$ cat config.mk
export PLATFORM = sky130hd
export DESIGN_NAME = msm_modem_status
export DESIGN_NICKNAME = d
export VERILOG_FILES = /design/src/msm_pkg.sv /design/src/msm_modem_status.sv
export SDC_FILE = /design/constraint.sdc
export NUM_CORES = 1
export LEC_CHECK = 0
export ABC_AREA = 1
export BUFFER_PORTS_ARGS = -buffer_cell sky130_fd_sc_hd__buf_2
export CAP_MARGIN = 20
export CORE_ASPECT_RATIO = 1.75
export CORE_MARGIN = 5
export CORE_UTILIZATION = 50
export DETAILED_ROUTE_END_ITERATION = 7
export PLACE_DENSITY = 0.79
export SYNTH_ARGS = -nofsm -noshare
export SYNTH_HDL_FRONTEND = slang
export SYNTH_SLANG_ARGS = --single-unit
$ cat constraint.sdc
create_clock -name ref_clk_i -period 2 [get_ports ref_clk_i]
set_input_delay 0.5 -clock ref_clk_i [delete_from_list [all_inputs] [get_ports ref_clk_i]]
set_output_delay 0.5 -clock ref_clk_i [all_outputs]
set_load 0.005 [all_outputs]
$ cat src/msm_pkg.sv
// Package for the modem status and multi-function pin block.
// Assumes one clock domain; the register port that reads the
// modem status register lives outside this block.
`default_nettype none

package msm_pkg;

    // ----------------------------------------------------------------
    // Modem status register bit positions
    // ----------------------------------------------------------------
    localparam int unsigned CTS_DELTA_BIT  = 0;  // Clear-to-send changed
    localparam int unsigned DSR_DELTA_BIT  = 1;  // Data-set-ready changed
    localparam int unsigned RI_EDGE_BIT    = 2;  // Ring ended (pin rose)
    localparam int unsigned DCD_DELTA_BIT  = 3;  // Carrier detect changed
    localparam int unsigned CTS_STATE_BIT  = 4;  // Clear-to-send active
    localparam int unsigned DSR_STATE_BIT  = 5;  // Data-set-ready active
    localparam int unsigned RI_STATE_BIT   = 6;  // Ring active
    localparam int unsigned DCD_STATE_BIT  = 7;  // Carrier detect active

    // ----------------------------------------------------------------
    // Modem input lanes, in the order of the status bits
    // ----------------------------------------------------------------
    localparam int unsigned LANE_CTS       = 0;
    localparam int unsigned LANE_DSR       = 1;
    localparam int unsigned LANE_RI        = 2;
    localparam int unsigned LANE_DCD       = 3;
    localparam int unsigned LANE_COUNT     = 4;

    // ----------------------------------------------------------------
    // Multi-function pin source selection (alternate function bits 2:1)
    // ----------------------------------------------------------------
    typedef enum logic [1:0] {
        MSM_SEL_AUX   = 2'h0,  // User auxiliary output
        MSM_SEL_RATE  = 2'h1,  // Sixteen-times rate clock
        MSM_SEL_DMA   = 2'h2,  // Receive DMA request
        MSM_SEL_SPARE = 2'h3   // Unused code, falls back to auxiliary
    } msm_sel_type;

    // ----------------------------------------------------------------
    // Reset values and timing
    // ----------------------------------------------------------------
    localparam logic [7:0] STATUS_RESET   = 8'h00;  // No deltas, pins idle
    localparam logic       PIN_IDLE       = 1'h1;   // Modem inputs idle high
    localparam logic       AUX_INACTIVE   = 1'h1;   // Auxiliary idles high
    localparam int unsigned SYNC_STAGES   = 2;      // Synchroniser depth
    localparam logic [15:0] DIVISOR_RESET = 16'h0001;

endpackage : msm_pkg

`default_nettype wire

$ cat src/msm_modem_status.sv
// Modem status capture, change flags, modem-status interrupt and the
// multi-function pin mux with its sixteen-times rate generator.
// Assumes modem inputs are asynchronous, the register read strobe and
// control levels are synchronous to ref_clk_i.
//
// Behaviour
// - Status bit 5 is inverted DSR
// - Bit 1 flags DSR change since read
// - Status bit 7 is inverted DCD
// - Bit 3 flags DCD change since read
// - DCD never affects the receiver
// - Status bit 6 is inverted RI
// - Bit 2 set only on RI rise
// - DSR or DCD change raises interrupt
// - RI trailing edge only raises interrupt
// - Select bits pick one pin source
// - Auxiliary output selected after reset
// - Control bit 3 drives auxiliary low, except in loopback where it stays high
// - Reset forces auxiliary high
// - Rate clock is input clock over divisor; divisor 0 or 1 gives half the input clock
// - Rate clock is internal receiver clock
// - Pin may carry receive DMA request
// - Bit 4 inverted CTS, bit 0 change
`timescale 1ns/1ps
`default_nettype none

module msm_modem_status #(
    parameter int unsigned DIV_WIDTH = 16  // Divisor latch width
) (
    input  wire logic                 ref_clk_i,       // 10 MHz clock
    input  wire logic                 reset_i,         // Master reset
    input  wire logic                 cts_n_i,         // Clear-to-send pin
    input  wire logic                 dsr_n_i,         // Data-set-ready pin
    input  wire logic                 ri_n_i,          // Ring pin
    input  wire logic                 dcd_n_i,         // Carrier pin
    input  wire logic                 status_read_i,   // Status register read
    input  wire logic                 msi_enable_i,    // Modem interrupt enable
    input  wire logic                 aux_control_i,   // Control register bit 3
    input  wire logic                 loopback_i,      // Loopback mode
    input  wire logic [1:0]           alt_select_i,    // Alternate bits 2:1
    input  wire logic [DIV_WIDTH-1:0] divisor_i,       // Divisor latches
    input  wire logic                 receive_dma_request_i, // From FIFO
    output logic [7:0]                modem_status_register_o,
    output logic                      modem_irq_o,     // Modem interrupt
    output logic                      multi_function_pin_o,
    output logic                      sixteen_x_rate_clock_o,
    output logic                      receiver_clock_o // Receiver tick
);

    // ----------------------------------------------------------------
    // Declarations
    // ----------------------------------------------------------------
    logic [msm_pkg::LANE_COUNT-1:0] raw_pins;    // Pins gathered
    logic [msm_pkg::LANE_COUNT-1:0] sync_first;  // First sync stage
    logic [msm_pkg::LANE_COUNT-1:0] sync_pins;   // Synchronised pins
    logic [msm_pkg::LANE_COUNT-1:0] prev_pins;   // Previous sample
    logic [msm_pkg::LANE_COUNT-1:0] change;      // Per-lane event
    logic [msm_pkg::SYNC_STAGES-1:0] settle;     // Chain fill tracker
    logic                           armed;       // Edge detect allowed
    logic [3:0]                     deltas;      // Sticky change flags
    logic [3:0]                     next_deltas; // Flags after update
    logic                           irq_event;   // Interrupting event
    logic [DIV_WIDTH-1:0]           rate_count;  // Divider count
    logic                           rate_level;  // Divided clock level
    logic                           rate_wrap;   // End of rate period
    logic                           aux_level;   // Auxiliary pin level
    msm_pkg::msm_sel_type           sel;         // Decoded selection

    assign raw_pins[msm_pkg::LANE_CTS] = cts_n_i;
    assign raw_pins[msm_pkg::LANE_DSR] = dsr_n_i;
    assign raw_pins[msm_pkg::LANE_RI]  = ri_n_i;
    assign raw_pins[msm_pkg::LANE_DCD] = dcd_n_i;

    // ----------------------------------------------------------------
    // Input synchronisers, one per modem lane
    // ----------------------------------------------------------------
    // Three flops per lane; only the second and third stages are looked at
    genvar lane;
    generate
        for (lane = 0; lane < msm_pkg::LANE_COUNT; lane++)
        begin : g_sync
            always_ff @(posedge ref_clk_i or posedge reset_i)
            begin
                if (reset_i)
                begin
                    sync_first[lane] <= msm_pkg::PIN_IDLE;
                    sync_pins[lane]  <= msm_pkg::PIN_IDLE;
                    prev_pins[lane]  <= msm_pkg::PIN_IDLE;
                end
                else
                begin
                    sync_first[lane] <= raw_pins[lane];
                    sync_pins[lane]  <= sync_first[lane];
                    prev_pins[lane]  <= sync_pins[lane];
                end
            end
        end
    endgenerate

    // ----------------------------------------------------------------
    // Settling after reset
    // ----------------------------------------------------------------
    // Idle-high reset values would fake an edge on a pin held low, so
    // edges count only once the chain holds real samples
    always_ff @(posedge ref_clk_i or posedge reset_i)
    begin
        if (reset_i)
            settle <= '0;
        else
            settle <= {settle[msm_pkg::SYNC_STAGES-2:0], 1'h1};
    end

    always_ff @(posedge ref_clk_i or posedge reset_i)
    begin
        if (reset_i)
            armed <= 1'h0;
        else
            armed <= settle[msm_pkg::SYNC_STAGES-1];
    end

    // ----------------------------------------------------------------
    // Change detection
    // ----------------------------------------------------------------
    always_comb
    begin
        change                    = armed ? (sync_pins ^ prev_pins) : '0;
        // Ring counts only as the pin rises, i.e. ring ends
        change[msm_pkg::LANE_RI]  = armed & sync_pins[msm_pkg::LANE_RI]
                                  & ~prev_pins[msm_pkg::LANE_RI];
    end

    // Sticky flags: a new event wins over the clear of the same read
    always_comb
    begin
        next_deltas = status_read_i ? 4'h0 : deltas;
        next_deltas = next_deltas | change;
    end

    always_ff @(posedge ref_clk_i or posedge reset_i)
    begin
        if (reset_i)
            deltas <= 4'h0;
        else
            deltas <= next_deltas;
    end

    // ----------------------------------------------------------------
    // Modem status register
    // ----------------------------------------------------------------
    // Carrier detect ends here only; nothing routes it to the receiver
    always_ff @(posedge ref_clk_i or posedge reset_i)
    begin
        if (reset_i)
            modem_status_register_o <= msm_pkg::STATUS_RESET;
        else
        begin
            modem_status_register_o[msm_pkg::CTS_DELTA_BIT] <=
                next_deltas[msm_pkg::LANE_CTS];
            modem_status_register_o[msm_pkg::DSR_DELTA_BIT] <=
                next_deltas[msm_pkg::LANE_DSR];
            modem_status_register_o[msm_pkg::RI_EDGE_BIT]   <=
                next_deltas[msm_pkg::LANE_RI];
            modem_status_register_o[msm_pkg::DCD_DELTA_BIT] <=
                next_deltas[msm_pkg::LANE_DCD];
            modem_status_register_o[msm_pkg::CTS_STATE_BIT] <=
                ~sync_pins[msm_pkg::LANE_CTS];
            modem_status_register_o[msm_pkg::DSR_STATE_BIT] <=
                ~sync_pins[msm_pkg::LANE_DSR];
            modem_status_register_o[msm_pkg::RI_STATE_BIT]  <=
                ~sync_pins[msm_pkg::LANE_RI];
            modem_status_register_o[msm_pkg::DCD_STATE_BIT] <=
                ~sync_pins[msm_pkg::LANE_DCD];
        end
    end

    // ----------------------------------------------------------------
    // Modem-status interrupt
    // ----------------------------------------------------------------
    // Pending while any flag stands; ring only flags on its trailing
    // edge, so its leading edge never interrupts
    assign irq_event = |next_deltas;

    always_ff @(posedge ref_clk_i or posedge reset_i)
    begin
        if (reset_i)
            modem_irq_o <= 1'h0;
        else
            modem_irq_o <= msi_enable_i & irq_event;
    end

    // ----------------------------------------------------------------
    // Sixteen-times rate generator
    // ----------------------------------------------------------------
    // Count runs 0 .. divisor-1; divisor 0 is treated as 1. At
    // divisor 1 the level can only toggle each clock, so the pin then
    // shows half the input rate while the receiver tick stays exact.
    assign rate_wrap = (rate_count >= divisor_i - DIV_WIDTH'(1))
                     || (divisor_i == '0);

    always_ff @(posedge ref_clk_i or posedge reset_i)
    begin
        if (reset_i)
            rate_count <= '0;
        else if (rate_wrap)
            rate_count <= '0;
        else
            rate_count <= rate_count + DIV_WIDTH'(1);
    end

    always_ff @(posedge ref_clk_i or posedge reset_i)
    begin
        if (reset_i)
            rate_level <= 1'h0;
        else if (divisor_i <= DIV_WIDTH'(1))
            rate_level <= ~rate_level;
        else
            rate_level <= (rate_count < (divisor_i >> 1));
    end

    // Receiver clock is the rate tick, one clock wide per period
    always_ff @(posedge ref_clk_i or posedge reset_i)
    begin
        if (reset_i)
            receiver_clock_o <= 1'h0;
        else
            receiver_clock_o <= rate_wrap;
    end

    always_ff @(posedge ref_clk_i or posedge reset_i)
    begin
        if (reset_i)
            sixteen_x_rate_clock_o <= 1'h0;
        else
            sixteen_x_rate_clock_o <= rate_level;
    end

    // ----------------------------------------------------------------
    // Multi-function pin
    // ----------------------------------------------------------------
    // Auxiliary is active low; loopback forces it inactive
    assign aux_level = (aux_control_i && !loopback_i) ? 1'h0
                     : msm_pkg::AUX_INACTIVE;
    assign sel       = msm_pkg::msm_sel_type'(alt_select_i);

    always_ff @(posedge ref_clk_i or posedge reset_i)
    begin
        if (reset_i)
            multi_function_pin_o <= msm_pkg::AUX_INACTIVE;
        else
        begin
            case (sel)
                msm_pkg::MSM_SEL_RATE:
                    multi_function_pin_o <= rate_level;
                msm_pkg::MSM_SEL_DMA:
                    multi_function_pin_o <= receive_dma_request_i;
                default:
                    multi_function_pin_o <= aux_level;
            endcase
        end
    end

    // ----------------------------------------------------------------
    // Assertions
    // ----------------------------------------------------------------
    // A falling pin shows as a set state bit one edge later
    AST_DSR_STATE: assert property (@(posedge ref_clk_i) disable iff (reset_i)
        $fell(sync_pins[msm_pkg::LANE_DSR]) |=>
            modem_status_register_o[msm_pkg::DSR_STATE_BIT])
        else $error("DSR state bit not set after pin fell");

    // A change seen by the armed detector shows in the delta bit at the
    // next edge; a read in that same cycle loses to the event
    AST_DSR_DELTA: assert property (@(posedge ref_clk_i) disable iff (reset_i)
        (armed && $changed(sync_pins[msm_pkg::LANE_DSR])) |=>
            modem_status_register_o[msm_pkg::DSR_DELTA_BIT])
        else $error("DSR change not flagged");

    // State bit always mirrors the inverted synchronised pin of the
    // previous edge, in both directions
    AST_DCD_STATE: assert property (@(posedge ref_clk_i) disable iff (reset_i)
        modem_status_register_o[msm_pkg::DCD_STATE_BIT]
            == ~$past(sync_pins[msm_pkg::LANE_DCD]))
        else $error("DCD state bit wrong");

    // Same timing as the data-set-ready delta above
    AST_DCD_DELTA: assert property (@(posedge ref_clk_i) disable iff (reset_i)
        (armed && $changed(sync_pins[msm_pkg::LANE_DCD])) |=>
            modem_status_register_o[msm_pkg::DCD_DELTA_BIT])
        else $error("DCD change not flagged");

    // Ring starting (state bit rising) must leave a clear ring edge flag
    // clear; only the end of a ring may set it, and so interrupt.
    // Watched on the register outputs so the edge logic is not trusted
    AST_RI_LEAD: assert property (@(posedge ref_clk_i) disable iff (reset_i)
        ($rose(modem_status_register_o[msm_pkg::RI_STATE_BIT])
            && !$past(modem_status_register_o[msm_pkg::RI_EDGE_BIT])) |->
            !modem_status_register_o[msm_pkg::RI_EDGE_BIT])
        else $error("Ring flag set without trailing edge");

    AST_RI_STATE: assert property (@(posedge ref_clk_i) disable iff (reset_i)
        modem_status_register_o[msm_pkg::RI_STATE_BIT]
            == ~$past(sync_pins[msm_pkg::LANE_RI]))
        else $error("Ring state bit wrong");

    // Any flagged event with the enable up interrupts at the next edge,
    // even when a status read falls in the same cycle
    AST_IRQ_RAISE: assert property (@(posedge ref_clk_i) disable iff (reset_i)
        (msi_enable_i && |change) |=> modem_irq_o)
        else $error("Modem interrupt not raised on change");

    // A quiet read leaves no flag and no pending interrupt
    AST_READ_CLEAR: assert property (@(posedge ref_clk_i) disable iff (reset_i)
        (status_read_i && !(|change)) |=> (deltas == 4'h0) && !modem_irq_o)
        else $error("Status read did not clear flags");

    // Pin mux answers one edge after its inputs; the auxiliary level is
    // the only source that software sets directly
    AST_AUX_ACTIVE: assert property (@(posedge ref_clk_i) disable iff (reset_i)
        (sel == msm_pkg::MSM_SEL_AUX && aux_control_i && !loopback_i) |=>
            !multi_function_pin_o)
        else $error("Auxiliary not driven low");

    AST_AUX_LOOP: assert property (@(posedge ref_clk_i) disable iff (reset_i)
        (sel == msm_pkg::MSM_SEL_AUX && loopback_i) |=> multi_function_pin_o)
        else $error("Auxiliary active during loopback");

    // Request passes with one flop of delay and no other shaping
    AST_DMA_ROUTE: assert property (@(posedge ref_clk_i) disable iff (reset_i)
        (sel == msm_pkg::MSM_SEL_DMA) |=>
            multi_function_pin_o == $past(receive_dma_request_i))
        else $error("DMA request not routed to pin");

    // With the divisor held at four, the next tick comes exactly four
    // edges after the last one, with none in between; a divisor change
    // inside that span drops the check
    AST_RATE_TICK: assert property (@(posedge ref_clk_i) disable iff (reset_i)
        (divisor_i == 16'h0004 && rate_wrap) ##1 (divisor_i == 16'h0004) [*4]
            |-> rate_wrap && !$past(rate_wrap) && !$past(rate_wrap, 2)
                && !$past(rate_wrap, 3))
        else $error("Rate period differs from divisor");

endmodule : msm_modem_status

`default_nettype wire

# Word-level counts from Yosys, hierarchy flattened
# Cells that the tools add are included.
[totals]
regBits = 48
latch_bits = 0
ram_bits = 0
mem_bits_ro = 0
output_inout_bits = 12
elab_cells = 51
n_memories = 0
[op_classes]
n_addsub = 2
mul = 0
n_div = 0
magnitude_cmp = 3
n_eq_ne = 2
shift = 0
muxes = 6
n_bitwise = 11
reduce_logical = 5
[ops]
columns = ["op", "n"]
rows = [
  ["16-bit by 1-bit adder with 16-bit output (second input constant)", 1],
  ["16-bit >= comparator", 1],
  ["16-bit by 1-bit <= comparator with 1-bit output (second input constant)", 1],
  ["16-bit logical NOT", 1],
  ["16-bit by 15-bit < comparator with 1-bit output", 1],
  ["16-bit two-way mux", 1],
  ["16-bit by 1-bit subtractor with 16-bit output (second input constant)", 1],
  ["4-bit two-way mux", 2],
  ["1-bit NOT", 6],
  ["4-bit OR", 1],
  ["4-bit OR reduction", 1],
  ["4-bit bitwise XOR", 1],
  ["1-bit bitwise AND", 3],
  ["2-bit by 1-bit == test with 1-bit output (second input constant)", 1],
  ["2-bit == test (second input constant)", 1],
  ["1-bit two-way mux", 2],
  ["1-bit case mux with 2 select lines", 1],
  ["1-bit logical AND", 1],
  ["1-bit logical NOT", 1],
  ["1-bit logical OR", 1],
]

# Depth between registers and ports, before layout
# Gate-level depths: netlist of run 1.
[logic_depth]
depth_word = 5
ltp_mapped = 16
mapped_depth_nobuf = 15

# Least setup slack after synthesis of run 1
# No wires, ideal clock.
[synth_timing]
path_type = "input-to-reg"
from = "in divisor_i[2]"
to = "reg rate_count[7]"
setup_time_ns = 0.069
arrival_time_ns = 2.328
required_ns = 1.931
slack_ns = -0.397
cell_stages = 13
cell_sequence = "nor2_1 > nand2_1 > nor3_1 > nand2_1 > xor2_1 > ha_1 > a21o_1 > nor2_1 > nand2_1 > nor2_2 > nand2_4 > buf_8 > nor2_2"
[synth_via]
elab_chain_cells = 4
[synth_lines]
columns = ["item", "line", "source"]
rows = [
  ["start, declared", "msm_modem_status.sv:41", "input wire logic [DIV_WIDTH-1:0] divisor_i,"],
  ["16-bit by 1-bit subtractor with 16-bit output", "msm_modem_status.sv:197", "assign rate_wrap = (rate_count >= divisor_i - DIV_WIDTH'(1))"],
  ["16-bit >= comparator", "msm_modem_status.sv:197", ""],
  ["1-bit logical OR *", "msm_modem_status.sv:198", "|| (divisor_i == '0);"],
  ["via rate_wrap", "msm_modem_status.sv:65", "logic rate_wrap;"],
  ["16-bit two-way mux *", "msm_modem_status.sv:204", "else if (rate_wrap)"],
  ["end signal, assigned", "msm_modem_status.sv:207", "rate_count <= rate_count + DIV_WIDTH'(1);"],
  ["end, declared", "msm_modem_status.sv:63", "logic [DIV_WIDTH-1:0] rate_count;"],
]
# Mark *: on every way through the listed nets, which the timed path passes. The rest lies on a longest branch.

# Final worst setup path of run 1
[layout_timing]
from = "in divisor_i[3]"
to = "reg rate_count[6]"
[layout_via]
elab_chain_cells = 4
[layout_lines]
columns = ["item", "line"]
rows = [
  ["16-bit by 1-bit subtractor with 16-bit output", "msm_modem_status.sv:197"],
  ["16-bit >= comparator", "msm_modem_status.sv:197"],
  ["1-bit logical OR *", "msm_modem_status.sv:198"],
  ["16-bit two-way mux *", "msm_modem_status.sv:204"],
]
# Mark *: on every way between the ends. The rest lies on a longest branch, timed or not.

==> results of run 1 <==
-- through the flow --
step	setup TNS (ns)	util	cells	cell area, um2	total power, mW
5_1_grt	-4.63	0.681	519	3800	2.75
2_1_floorplan	-2.56	-	347	2910	1.54
4_1_cts	-2.13	0.666	517	3720	2.56
3_3_place_gp	-7.11	0.631	505	3530	1.81
3_5_place_dp	-8.15	0.631	505	3530	1.85
6_report	-2.44	0.681	519	3800	2.56
-- power groups by stage --
stage               sequential, mW  clock, mW  combinational [mW]
floorplan                     1.11          0               0.436
global placement              1.10          0               0.716
detailed placement            1.10          0               0.751
CTS                           1.08      0.709               0.767
global route                  1.09      0.747               0.905
finish                        1.08      0.690               0.788
-- what timing repair did --
action | 4_1_cts | 5_1_grt
hold endpoints to repair | 0 | 0
resized for setup | 16 | 18
hold buffers | 0 | 0
cloned | 2 | 0
setup buffers | 2 | 2
pin swaps | 7 | 11
endpoints found under the setup margin | 17 | 17
-- routing by layer --
layer / wire (um) / part of all wire
met3: 198 / 0.029
met1: 2400 / 0.35
met5: 0 / 0
met4: 357 / 0.052
met2: 3960 / 0.57
-- cell usage in the layout, fill, tap and decap left out, drive strengths merged, types with 2 or more instances in the layout --
| cell | netlist | routed |
|---|---|---|
| o21ai | 4 | 4 |
| clkinvlp | 0 | 2 |
| or2 | 3 | 3 |
| clkbuf | 0 | 5 |
| nand3 | 21 | 21 |
| nor3 | 7 | 7 |
| buf | 1 | 87 |
| xnor2 | 3 | 3 |
| nor2 | 49 | 49 |
| a32oi | 2 | 2 |
| nand2 | 76 | 78 |
| a21oi | 12 | 12 |
| dfrtp | 31 | 31 |
| nand4 | 4 | 4 |
| o21bai | 3 | 3 |
| xor2 | 18 | 18 |
| inv | 59 | 58 |
| dfstp | 13 | 13 |
| o21a | 2 | 2 |
| ha | 35 | 35 |
-- flip-flops by register name, summed over array words and instances (netlist names) --
signal	flops
sync_first	4
settle	2
modem_irq_o	1
rate_level	1
rate_count	16
modem_status_register_o	8
armed	1
multi_function_pin_o	1
receiver_clock_o	1
sync_pins	4
sixteen_x_rate_clock_o	1
prev_pins	4
-- logic make-up after synthesis --
logic type,after synthesis
compound gates,26
xor+xnor,21
fa+ha+maj,35
buf+inv,60
flops,44
other cells,1
simple gates,160
-- final timing paths --
check | end | start | depth (start not counted) | slack [ns]
worst max-delay path | rate_count[6]$_DFF_PP0_ | divisor_i[3] | 14 | -0.17
worst min-delay path | modem_status_register_o[2]$_DFF_PP0_ | reset_i | 2 | 0.19
worst max register to register | rate_count[6]$_DFF_PP0_ | rate_count[9]$_DFF_PP0_ | 8 | 0.29
worst min register to register | armed$_DFF_PP0_ | settle[1]$_DFF_PP0_ | 0 | 0.35
max in group asynchronous | prev_pins[1]$_DFF_PP1_ | reset_i | 3 | 1.23
min in group ref_clk_i | sync_first[0]$_DFF_PP1_ | cts_n_i | 1 | 0.29
-- final cells by class --
| type | instances | share of cell area |
|---|---|---|
| multi-input combinational | 245 | 0.434 |
| sequential | 44 | 0.294 |
| timing repair buffer | 87 | 0.157 |
| inverter | 59 | 0.0592 |
| tap | 76 | 0.0250 |
| clock buffer | 5 | 0.0181 |
| clock inverter | 3 | 0.0122 |
==> summary.md, run 1 <==
| Metric | Value |
|---|---|
| Sequential share of power | 0.423 |
| Hold slack | 0.193 ns |
| Ranking of synthesized cells by area | dfrtp_1 (27%), ha_1 (15%), dfstp_2 (12%) |
| Max Cap Viol | 0 |
| Setup CP Type | primary input to register |
| Post-Synth Adder-Cell Area | 0.154 |
| Most frequent cells after synthesis | nand2_1 (73), inv_1 (59), nor2_1 (37) |
| Pre-CTS setup slack | -0.495 ns |
| DR vias | 2575 |
| Req. time, crit path | 2.24 ns |
| DR WL/cell | 13.3 um |
| Clock root cell | clkbuf_8 |
| Share of layout cells above drive strength 1 | 0.348 |
| Core ar. | 5590 um2 |
| Setup WS post-layout | -0.169 ns |
| Ant. Diodes | 0 |
| CTS buffer count | 5 |
| Met2 GRT Util | 0.368 |
| Grt met1 use | 0.182 |
| Routed WL | 6910 um |
| Slowest stage delay, CP | 0.29 ns |
| IO Count | 41 |
| DRC Markers | 0 |
| Violated checks | negative setup slack |
| Main flop type after synthesis | dfrtp_1 |
| # rows | 36 |
| Gpl congestion | 0.874 |
| CTS tree | yes |
| Synthesis-to-finish area growth | 33.3% |
| Buffer depth of the longest clock path | 2 |
| Met3 Use GR | 0.0378 |
| WP buf/inv | 1 |
| Pint | 1.74 mW |
| Crit start category | primary input |
| Final setup violation count | 17 |
| Worst skew pair latency | 0.30 ns |
| Relative slew margins | 0.572 |
| Mapped Nets | 411 |
| Fin. max-slew vios | 0 |
| Cell family with most CP delay | simple AND/OR/NAND/NOR gates |
| Die ar. | 7380 um2 |
| Outcome | finished with violations |
| Post-synth ARST share | 1.00 |
| Final worst path period share | 1.08 |
| Multiplexer share of the synthesized area | 0 |
| Initial core utilization | 0.511 |
| Crit-path max FO | 8 |
| Initial antenna violation count | 0 |
| Mean Syn Cell Area | 8.22 um2 |
| Post-synth top area share | 0.272 |
| Switching share of power | 0.320 |
| FF+latch area | 1120 um2 |
| #FFs+latches synth | 44 |
| Pleak | 2.01 nW |
| CTS H-Tree Depth | 2 |
| Synth area leader | dfrtp_1 |
| Initial DRC count | 61 |
| GRT overflow | 0 |
| ANT nets after route | 0 |
| Synth cell types | 27 |
| Clock power share | 0.269 |
| Simple-gate share of the synthesized area | 0.251 |
| Tightest Pin Transition | 0.638 ns |
| Max VDD drop | 518 uV |
| Busiest layer in global routing | met2 |
| First-pass GRT wire length | 10700 um |
| Number of global-route vias before repair | 2561 |
| Count leader, synth | nand2_1 |
| Slowest cell on crit path | ha_1 |
| RSZ-0062 raised after global routing | yes |
| Fill cells | 454 |
| Multi-input logic area | 1650 um2 |
| Switching power | 0.820 mW |
| Synth Area in XOR/XNOR | 0.0645 |
| Vias per inst | 4.96 |
| Largest net degree at the start of global routing | 28 |
| Nets | 506 |
| Final hold viol count | 0 |
| Port Buffers | 40 |
| Post-Synthesis Cells | 347 |
| PD cells | 674 nW/um2 |
| Clock Pin Slew Worst Setup and Hold Paths | 0.09 ns |
| Post-synthesis sequential area ratio | 0.392 |
| Synth Cell Area | 2850 um2 |
| HPWL Detailed | 5110 um |
| YS warnings | 0 |
| Largest family of logic cells by synthesized area | simple AND/OR/NAND/NOR gates |
| Die X | 67.1 um |
| Die height | 110 um |
| Number of synthesized flops with an enable pin | 0 |
| GRT Total Usage | 0.192 |
| Compound-Gate Fraction of Synth Area | 0.0553 |
| Final min period | 2.17 ns |
| Worst Skew | 0.00572 ns |
| Combinational Power Share | 0.308 |
| CP Capture Type | register |
| Critical Path, Cell by Cell | buf_8, nor2_4, nand3_4, nor3_4, nand2_1, xor2_1, ha_1, a21oi_1, nor2_1, nor2_1, nand2_1, nor2_4, nand2_4, nor2_2 |
| Hold/Removal Path Class | primary input to asynchronous set/reset pin |
| Max Fclk | 461 MHz |
| Critical path data arrival time | 2.40 ns |
| Pre-antenna DRT Iters | 4 |
| Clk sinks | 44 |
Power figures use the tool's default switching activity.
==> run 2: changes to the inputs <==
--- a/config.mk
+++ b/config.mk
@@ -13,6 +13,7 @@
 export CORE_UTILIZATION = 50
 export DETAILED_ROUTE_END_ITERATION = 7
 export PLACE_DENSITY = 0.79
+export REMOVE_ABC_BUFFERS = 1
 export SYNTH_ARGS = -nofsm -noshare
 export SYNTH_HDL_FRONTEND = slang
 export SYNTH_SLANG_ARGS = --single-unit
==> run 2 against run 1 <==
The flow still finishes with violations (negative setup slack). Clock skew about the same. Flip-flop and latch count did not move. Non-clock buffer count increased by 4. Global-route usage up 0.36 points. Maximum frequency down 5.1%. Die area unchanged. Highest routed layer unchanged.
==> summary.md, run 2 (same netlist as run 1, synthesis figures left out) <==
| Metric | Value |
|---|---|
| Outcome | finished with violations |
| Violated checks | negative setup slack |
| Most frequent cells in the layout | nand2_1 (69), inv_1 (57), buf_4 (47) |
| Initial core utilization | 0.511 |
| Fill cells | 441 |
| Final worst path period share | 1.14 |
| Clock Pin Slew Worst Setup and Hold Paths | 0.07 ns |
| Clock root cell | clkbuf_8 |
| Max Cap Viol | 0 |
| Critical Path, Cell by Cell | buf_8, nor2_4, nand2_2, nor3_2, buf_4, nand2_2, xor2_1, ha_1, a21o_1, nor2_1, nand2_1, nor2_4, nand2_4, nor2_2 |
| Largest net degree at the start of global routing | 45 |
| Vias per inst | 4.94 |
| Final Non-Filler Cells | 522 |
| # rows | 36 |
| Crit-path max FO | 8 |
| CTS buffer count | 5 |
| Worst skew pair latency | 0.29 ns |
| Biggest register | rate_count |
| Worst Skew | 0.00604 ns |
| Initial DRC count | 127 |
| Hold slack | 0.303 ns |
| Post-CTS Hold Buffers | 0 |
| Slowest stage delay, CP | 0.31 ns |
| Buffer depth of the longest clock path | 2 |
| Power Total | 2.63 mW |
| Pleak | 2.04 nW |
| GRT overflow | 0 |
| Gpl congestion | 0.886 |
| Critical path data arrival time | 2.51 ns |
| Port Buffers | 40 |
| Biggest regs | rate_count: 16 flops, modem_status_register_o: 8 flops |
| HPWL Detailed | 5040 um |
| CP Capture Type | register |
| Pre-antenna DRT Iters | 5 |
| Req. time, crit path | 2.22 ns |
| Slowest cell on crit path | ha_1 |
| IO Count | 41 |
| Post-layout util | 0.691 |
| GRT Total Usage | 0.196 |
| Hold/Removal Path Class | primary input to register |
| Fin. max-slew vios | 0 |
| Initial antenna violation count | 0 |
| Ant. Diodes | 0 |
| PD cells | 683 nW/um2 |
| Nets | 510 |
| Pre-CTS setup slack | -0.673 ns |
| CTS H-Tree Depth | 2 |
| Core ar. | 5590 um2 |
| Max VDD drop | 788 uV |
| Number of global-route vias before repair | 2588 |
| Clk sinks | 44 |
| Die X | 67.1 um |
| Crit start category | primary input |
| Setup CP Type | primary input to register |
| DRC Markers | 0 |
| Setup WS post-layout | -0.285 ns |
| Synthesis-to-finish area growth | 35.3% |
| Die ar. | 7380 um2 |
| Final setup violation count | 17 |
| Relative slew margins | 0.641 |
| Routed WL | 6760 um |
| Cells after DPL | 507 |
| Max FFs per register | 16 |
| RSZ-0062 raised after global routing | yes |
| Tightest Pin Transition | 0.539 ns |
| DR WL/cell | 13.0 um |
| Commonest non-fill, non-tap cell in the layout | nand2_1 |
| Die height | 110 um |
| Max Fclk | 438 MHz |
| CTS tree | yes |
| Final min period | 2.28 ns |
| ANT nets after route | 0 |
| DR vias | 2580 |
| Final hold viol count | 0 |
| Share of layout cells above drive strength 1 | 0.352 |
| First-pass GRT wire length | 11000 um |
run 2: timing repair:
item	CTS	global route
setup endpoints to repair	17	17
gates resized for setup	42	13
buffers inserted	4	2
gates cloned	2	0
pin swaps	24	14
run 2: path summary, 6_finish.rpt:
path                                           from                                    to  slack, ns  cells past startpoint
max                                    divisor_i[1]               rate_count[7]$_DFF_PP0_      -0.28                     14
min                                         dcd_n_i               sync_first[3]$_DFF_PP1_       0.30                      1
max reg2reg                rate_count[15]$_DFF_PP0_               rate_count[7]$_DFF_PP0_       0.26                      7
min reg2reg                     settle[0]$_DFF_PP0_                   settle[1]$_DFF_PP0_       0.35                      0
max in group asynchronous                   reset_i        multi_function_pin_o$_DFF_PP1_       1.29                      3
min in group asynchronous                   reset_i  modem_status_register_o[0]$_DFF_PP0_       0.33                      3
run 2: layout make-up:
| type | count | area, um2 | share of cell area |
|---|---|---|---|
| well taps | 76 | 95.1 | 0.0246 |
| multi-input cells | 245 | 1660 | 0.429 |
| clock inverters | 2 | 60.1 | 0.0156 |
| clock buffers | 5 | 68.8 | 0.0178 |
| inverters | 59 | 224 | 0.0580 |
| repair buffers | 91 | 637 | 0.165 |
| flip-flops and latches | 44 | 1120 | 0.290 |
run 2: critical path: cells and delay by family:
kind | cells | cell delay (ns)
and+or+nand+nor | 9 | 1.13
buffers and inverters | 2 | 0.25
AOI/OAI and AO/OA | 1 | 0.16
adders and majority gates | 1 | 0.31
xor gates and xnor gates | 1 | 0.14
run 2: power by group:
part	leakage (nW)	switching, mW	internal, mW
Sequential	0.524	0.0859	0.996
Clock	0.0642	0.272	0.491
Combinational	1.45	0.418	0.371
Total	2.04	0.776	1.86
run 2: layer usage:
layer	vias up	part of all wire	global-route usage
li1	1289	-	-
met1	1196	0.36	0.200
met2	65	0.56	0.365
met3	30	0.030	0.0327
met4	0	0.052	0.107
met5	-	0	0
run 2: stage by stage:
stage,TNS [ns],instance area [um2]
after CTS,-3.21,3790
after floorplan,-5.77,2840
after global placement,-10.97,3470
after detailed placement,-11.15,3470
after global routing,-6.65,3860
final,-4.18,3860
==> run 3: changes to the inputs <==
--- a/config.mk
+++ b/config.mk
@@ -5,14 +5,14 @@
 export SDC_FILE = /design/constraint.sdc
 export NUM_CORES = 1
 export LEC_CHECK = 0
-export ABC_AREA = 1
+export ABC_AREA = 0
 export BUFFER_PORTS_ARGS = -buffer_cell sky130_fd_sc_hd__buf_2
 export CAP_MARGIN = 20
 export CORE_ASPECT_RATIO = 1.75
 export CORE_MARGIN = 5
 export CORE_UTILIZATION = 50
 export DETAILED_ROUTE_END_ITERATION = 7
-export PLACE_DENSITY = 0.79
+export PLACE_DENSITY = 0.8
 export REMOVE_ABC_BUFFERS = 1
 export SYNTH_ARGS = -nofsm -noshare
 export SYNTH_HDL_FRONTEND = slang
==> run 3 against run 2 <==
Worst setup slack got worse by 0.49 ns. The flow still finishes with violations (negative setup slack). Non-clock buffer count shrank 10. Critical path depth decreased by 2. First-iteration DRC count decreased by 23%. Maximum frequency decreased by 18%. Global-route usage shrank 0.14 points. Largest power group unchanged. Clock skew increased by 0.0043 ns. Clock power down 3.7%. Core utilization down 3.1 points. Wire length fell by 9.6%. Via count down 15%. Largest cell class unchanged. Combinational power fell by 24%. Critical path type unchanged.
==> summary.md, run 3 <==
| Metric | Value |
|---|---|
| Outcome | finished with violations |
| Violated checks | negative setup slack |
| Synth area leader | dfrtp_1 |
| Max FFs per register | 16 |
| Die ar. | 6840 um2 |
| Buffer depth of the longest clock path | 2 |
| #FFs+latches synth | 44 |
| Crit-path max FO | 17 |
| Fin. max-slew vios | 0 |
| WP buf/inv | 2 |
| Sequential share of power | 0.457 |
| Post-synth top area share | 0.296 |
| Die X | 64.7 um |
| Req. time, crit path | 2.18 ns |
| Post-layout util | 0.660 |
| Most frequent cells after synthesis | ha_1 (35), inv_1 (32), dfrtp_1 (31) |
| Switching share of power | 0.290 |
| Critical path data arrival time | 2.96 ns |
| Clock root cell | clkbuf_8 |
| Ant. Diodes | 0 |
| Gpl congestion | 0.908 |
| DRC Markers | 0 |
| Max Cap Viol | 0 |
| Max Fclk | 360 MHz |
| Number of cells on the worst reg-to-reg path | 6 |
| Pint | 1.74 mW |
| CTS H-Tree Depth | 2 |
| RSZ-0062 raised after global routing | yes |
| Share of layout cells above drive strength 1 | 0.341 |
| Mean Syn Cell Area | 10.0 um2 |
| Switching power | 0.709 mW |
| Initial DRC count | 98 |
| Cell Area, Placed | 3190 um2 |
| Most frequent cells in the layout | buf_2 (39), buf_4 (37), ha_1 (33) |
| Setup CP Type | primary input to register |
| Die height | 106 um |
| Final hold viol count | 0 |
| Nets | 412 |
| Slowest cell on crit path | or4_4 |
| GRT Total Usage | 0.195 |
| YS warnings | 0 |
| Worst skew pair latency | 0.29 ns |
| Worst Skew | 0.0103 ns |
| Combinational Power Share | 0.243 |
| Fill cells | 390 |
| Final setup violation count | 18 |
| Setup TNS | -13.06 ns |
| DR vias | 2184 |
| Pleak | 1.72 nW |
| Relative slew margins | 0.646 |
| Ranking of synthesized cells by area | dfrtp_1 (30%), ha_1 (17%), dfstp_2 (13%) |
| Synthesis-to-finish area growth | 30.3% |
| First-pass GRT wire length | 10500 um |
| Max VDD drop | 598 uV |
| CP Depth | 12 |
| Number of global-route vias before repair | 2406 |
| Slowest stage delay, CP | 0.56 ns |
| Post-synth ARST share | 1.00 |
| Routed WL | 6110 um |
| Post-synthesis sequential area ratio | 0.427 |
| ANT nets after route | 0 |
| Post-Synthesis Cells | 262 |
| Power Total | 2.45 mW |
| Clock power share | 0.300 |
| Largest net degree at the start of global routing | 45 |
| PD cells | 718 nW/um2 |
| Initial core utilization | 0.507 |
| CP Capture Type | register |
| IO Count | 41 |
| Core ar. | 5170 um2 |
| Biggest regs | rate_count: 16 flops, modem_status_register_o: 8 flops |
| Final min period | 2.78 ns |
| Pre-CTS setup slack | -1.17 ns |
| HPWL Detailed | 4800 um |
| GRT overflow | 0 |
| Crit start category | primary input |
| # rows | 35 |
| Total setup buffers inserted after CTS | 0 |
| Synth Cell Area | 2620 um2 |
| Pre-antenna DRT Iters | 4 |
| Vias per inst | 5.41 |
| Worst hold path depth | 1 |
| Tightest Pin Transition | 0.531 ns |
| Cell family with most CP delay | simple AND/OR/NAND/NOR gates |
| Final worst path period share | 1.39 |
| CTS buffer count | 5 |
| Clk sinks | 44 |
| Setup WS post-layout | -0.778 ns |
| Main flop type after synthesis | dfrtp_1 |
| Initial antenna violation count | 0 |
| DR WL/cell | 15.1 um |
| Hold/Removal Path Class | primary input to register |
| Clock Pin Slew Worst Setup and Hold Paths | 0.08 ns |
| Port Buffers | 40 |
| Design Area, Final | 3410 um2 |
| Biggest register | rate_count |
| Commonest non-fill, non-tap cell in the layout | buf_2 |
| Count leader, synth | ha_1 |
| Critical Path, Cell by Cell | buf_2, or4_4, nor4_4, nand3_1, xnor2_1, ha_1, nand4_1, nor3_2, o311ai_2, nand3_2, buf_12, nor2_1 |
| Number of synthesized flops with an enable pin | 0 |
| CTS tree | yes |
| Synth cell types | 40 |
==> run 3: kinds of logic after synthesis <==
group                      synth area share
AOI/OAI and AO/OA                    0.0836
xor gates and xnor gates              0.100
and+or+nand+nor                       0.169
DFF                                   0.427
buffers and inverters                0.0516
other                               0.00143
adders and majority gates             0.167
==> run 3: final timing paths <==
path / from / end / slack (ns)
min reg2reg: settle[1]$_DFF_PP0_ / armed$_DFF_PP0_ / 0.34
min: dcd_n_i / sync_first[3]$_DFF_PP1_ / 0.30
max in group asynchronous: reset_i / prev_pins[3]$_DFF_PP1_ / 1.30
max reg2reg: rate_count[14]$_DFF_PP0_ / rate_level$_DFF_PP0_ / -0.02
max: divisor_i[2] / rate_count[4]$_DFF_PP0_ / -0.78
min in group asynchronous: reset_i / armed$_DFF_PP0_ / 0.32
==> run 3: area by class of cell <==
type | instances | area [um2] | share of cell area
inverter | 32 | 120 | 0.0352
clock buffer | 7 | 97.6 | 0.0286
timing repair buffer | 81 | 538 | 0.158
multi-input combinational | 184 | 1440 | 0.422
tap | 55 | 68.8 | 0.0202
clock inverter | 1 | 30.0 | 0.00880
sequential | 44 | 1120 | 0.327
==> run 3: per-layer routing <==
| metal | vias up | part of all wire | routed length, um | global-route usage |
|---|---|---|---|---|
| met1 | 1028 | 0.35 | 2170 | 0.202 |
| met4 | 0 | 0.044 | 266 | 0.0877 |
| met2 | 56 | 0.58 | 3520 | 0.371 |
| met5 | - | 0 | 0 | 0 |
| met3 | 26 | 0.027 | 162 | 0.0256 |
| li1 | 1074 | - | - | - |
==> run 3: power by group through the flow <==
stage | clock network, mW | registers [mW] | logic, mW
final | 0.735 | 1.12 | 0.595
after global routing | 0.792 | 1.13 | 0.703
after CTS | 0.745 | 1.11 | 0.594
after detailed placement | 0 | 1.13 | 0.587
after global placement | 0 | 1.13 | 0.556
after floorplan | 0 | 1.11 | 0.350
==> run 3: worst reg2reg max path, stage by stage, from the launching register on <==
cell	delay, ns
dfrtp_1	0.41
ha_1	0.31
nand4b_1	0.16
or3_1	0.39
a2111o_1	0.45
nand3_2	0.11
o22ai_2	0.07
==> run 3: stage by stage <==
stage | std cells | hold WS, ns
3_3_place_gp | 396 | 0.333
3_5_place_dp | 396 | 0.336
4_1_cts | 404 | 0.297
2_1_floorplan | 260 | 0.331
5_1_grt | 404 | 0.290
6_report | 404 | 0.304
==> run 3: repair_timing <==
| item | 4_1_cts | 5_1_grt |
|---|---|---|
| pin swaps | 6 | 14 |
| gates resized for setup | 6 | 12 |
| gates cloned | 0 | 0 |
| hold endpoints to repair | 0 | 0 |
| hold buffers | 0 | 0 |
| endpoints found under the setup margin | 18 | 18 |
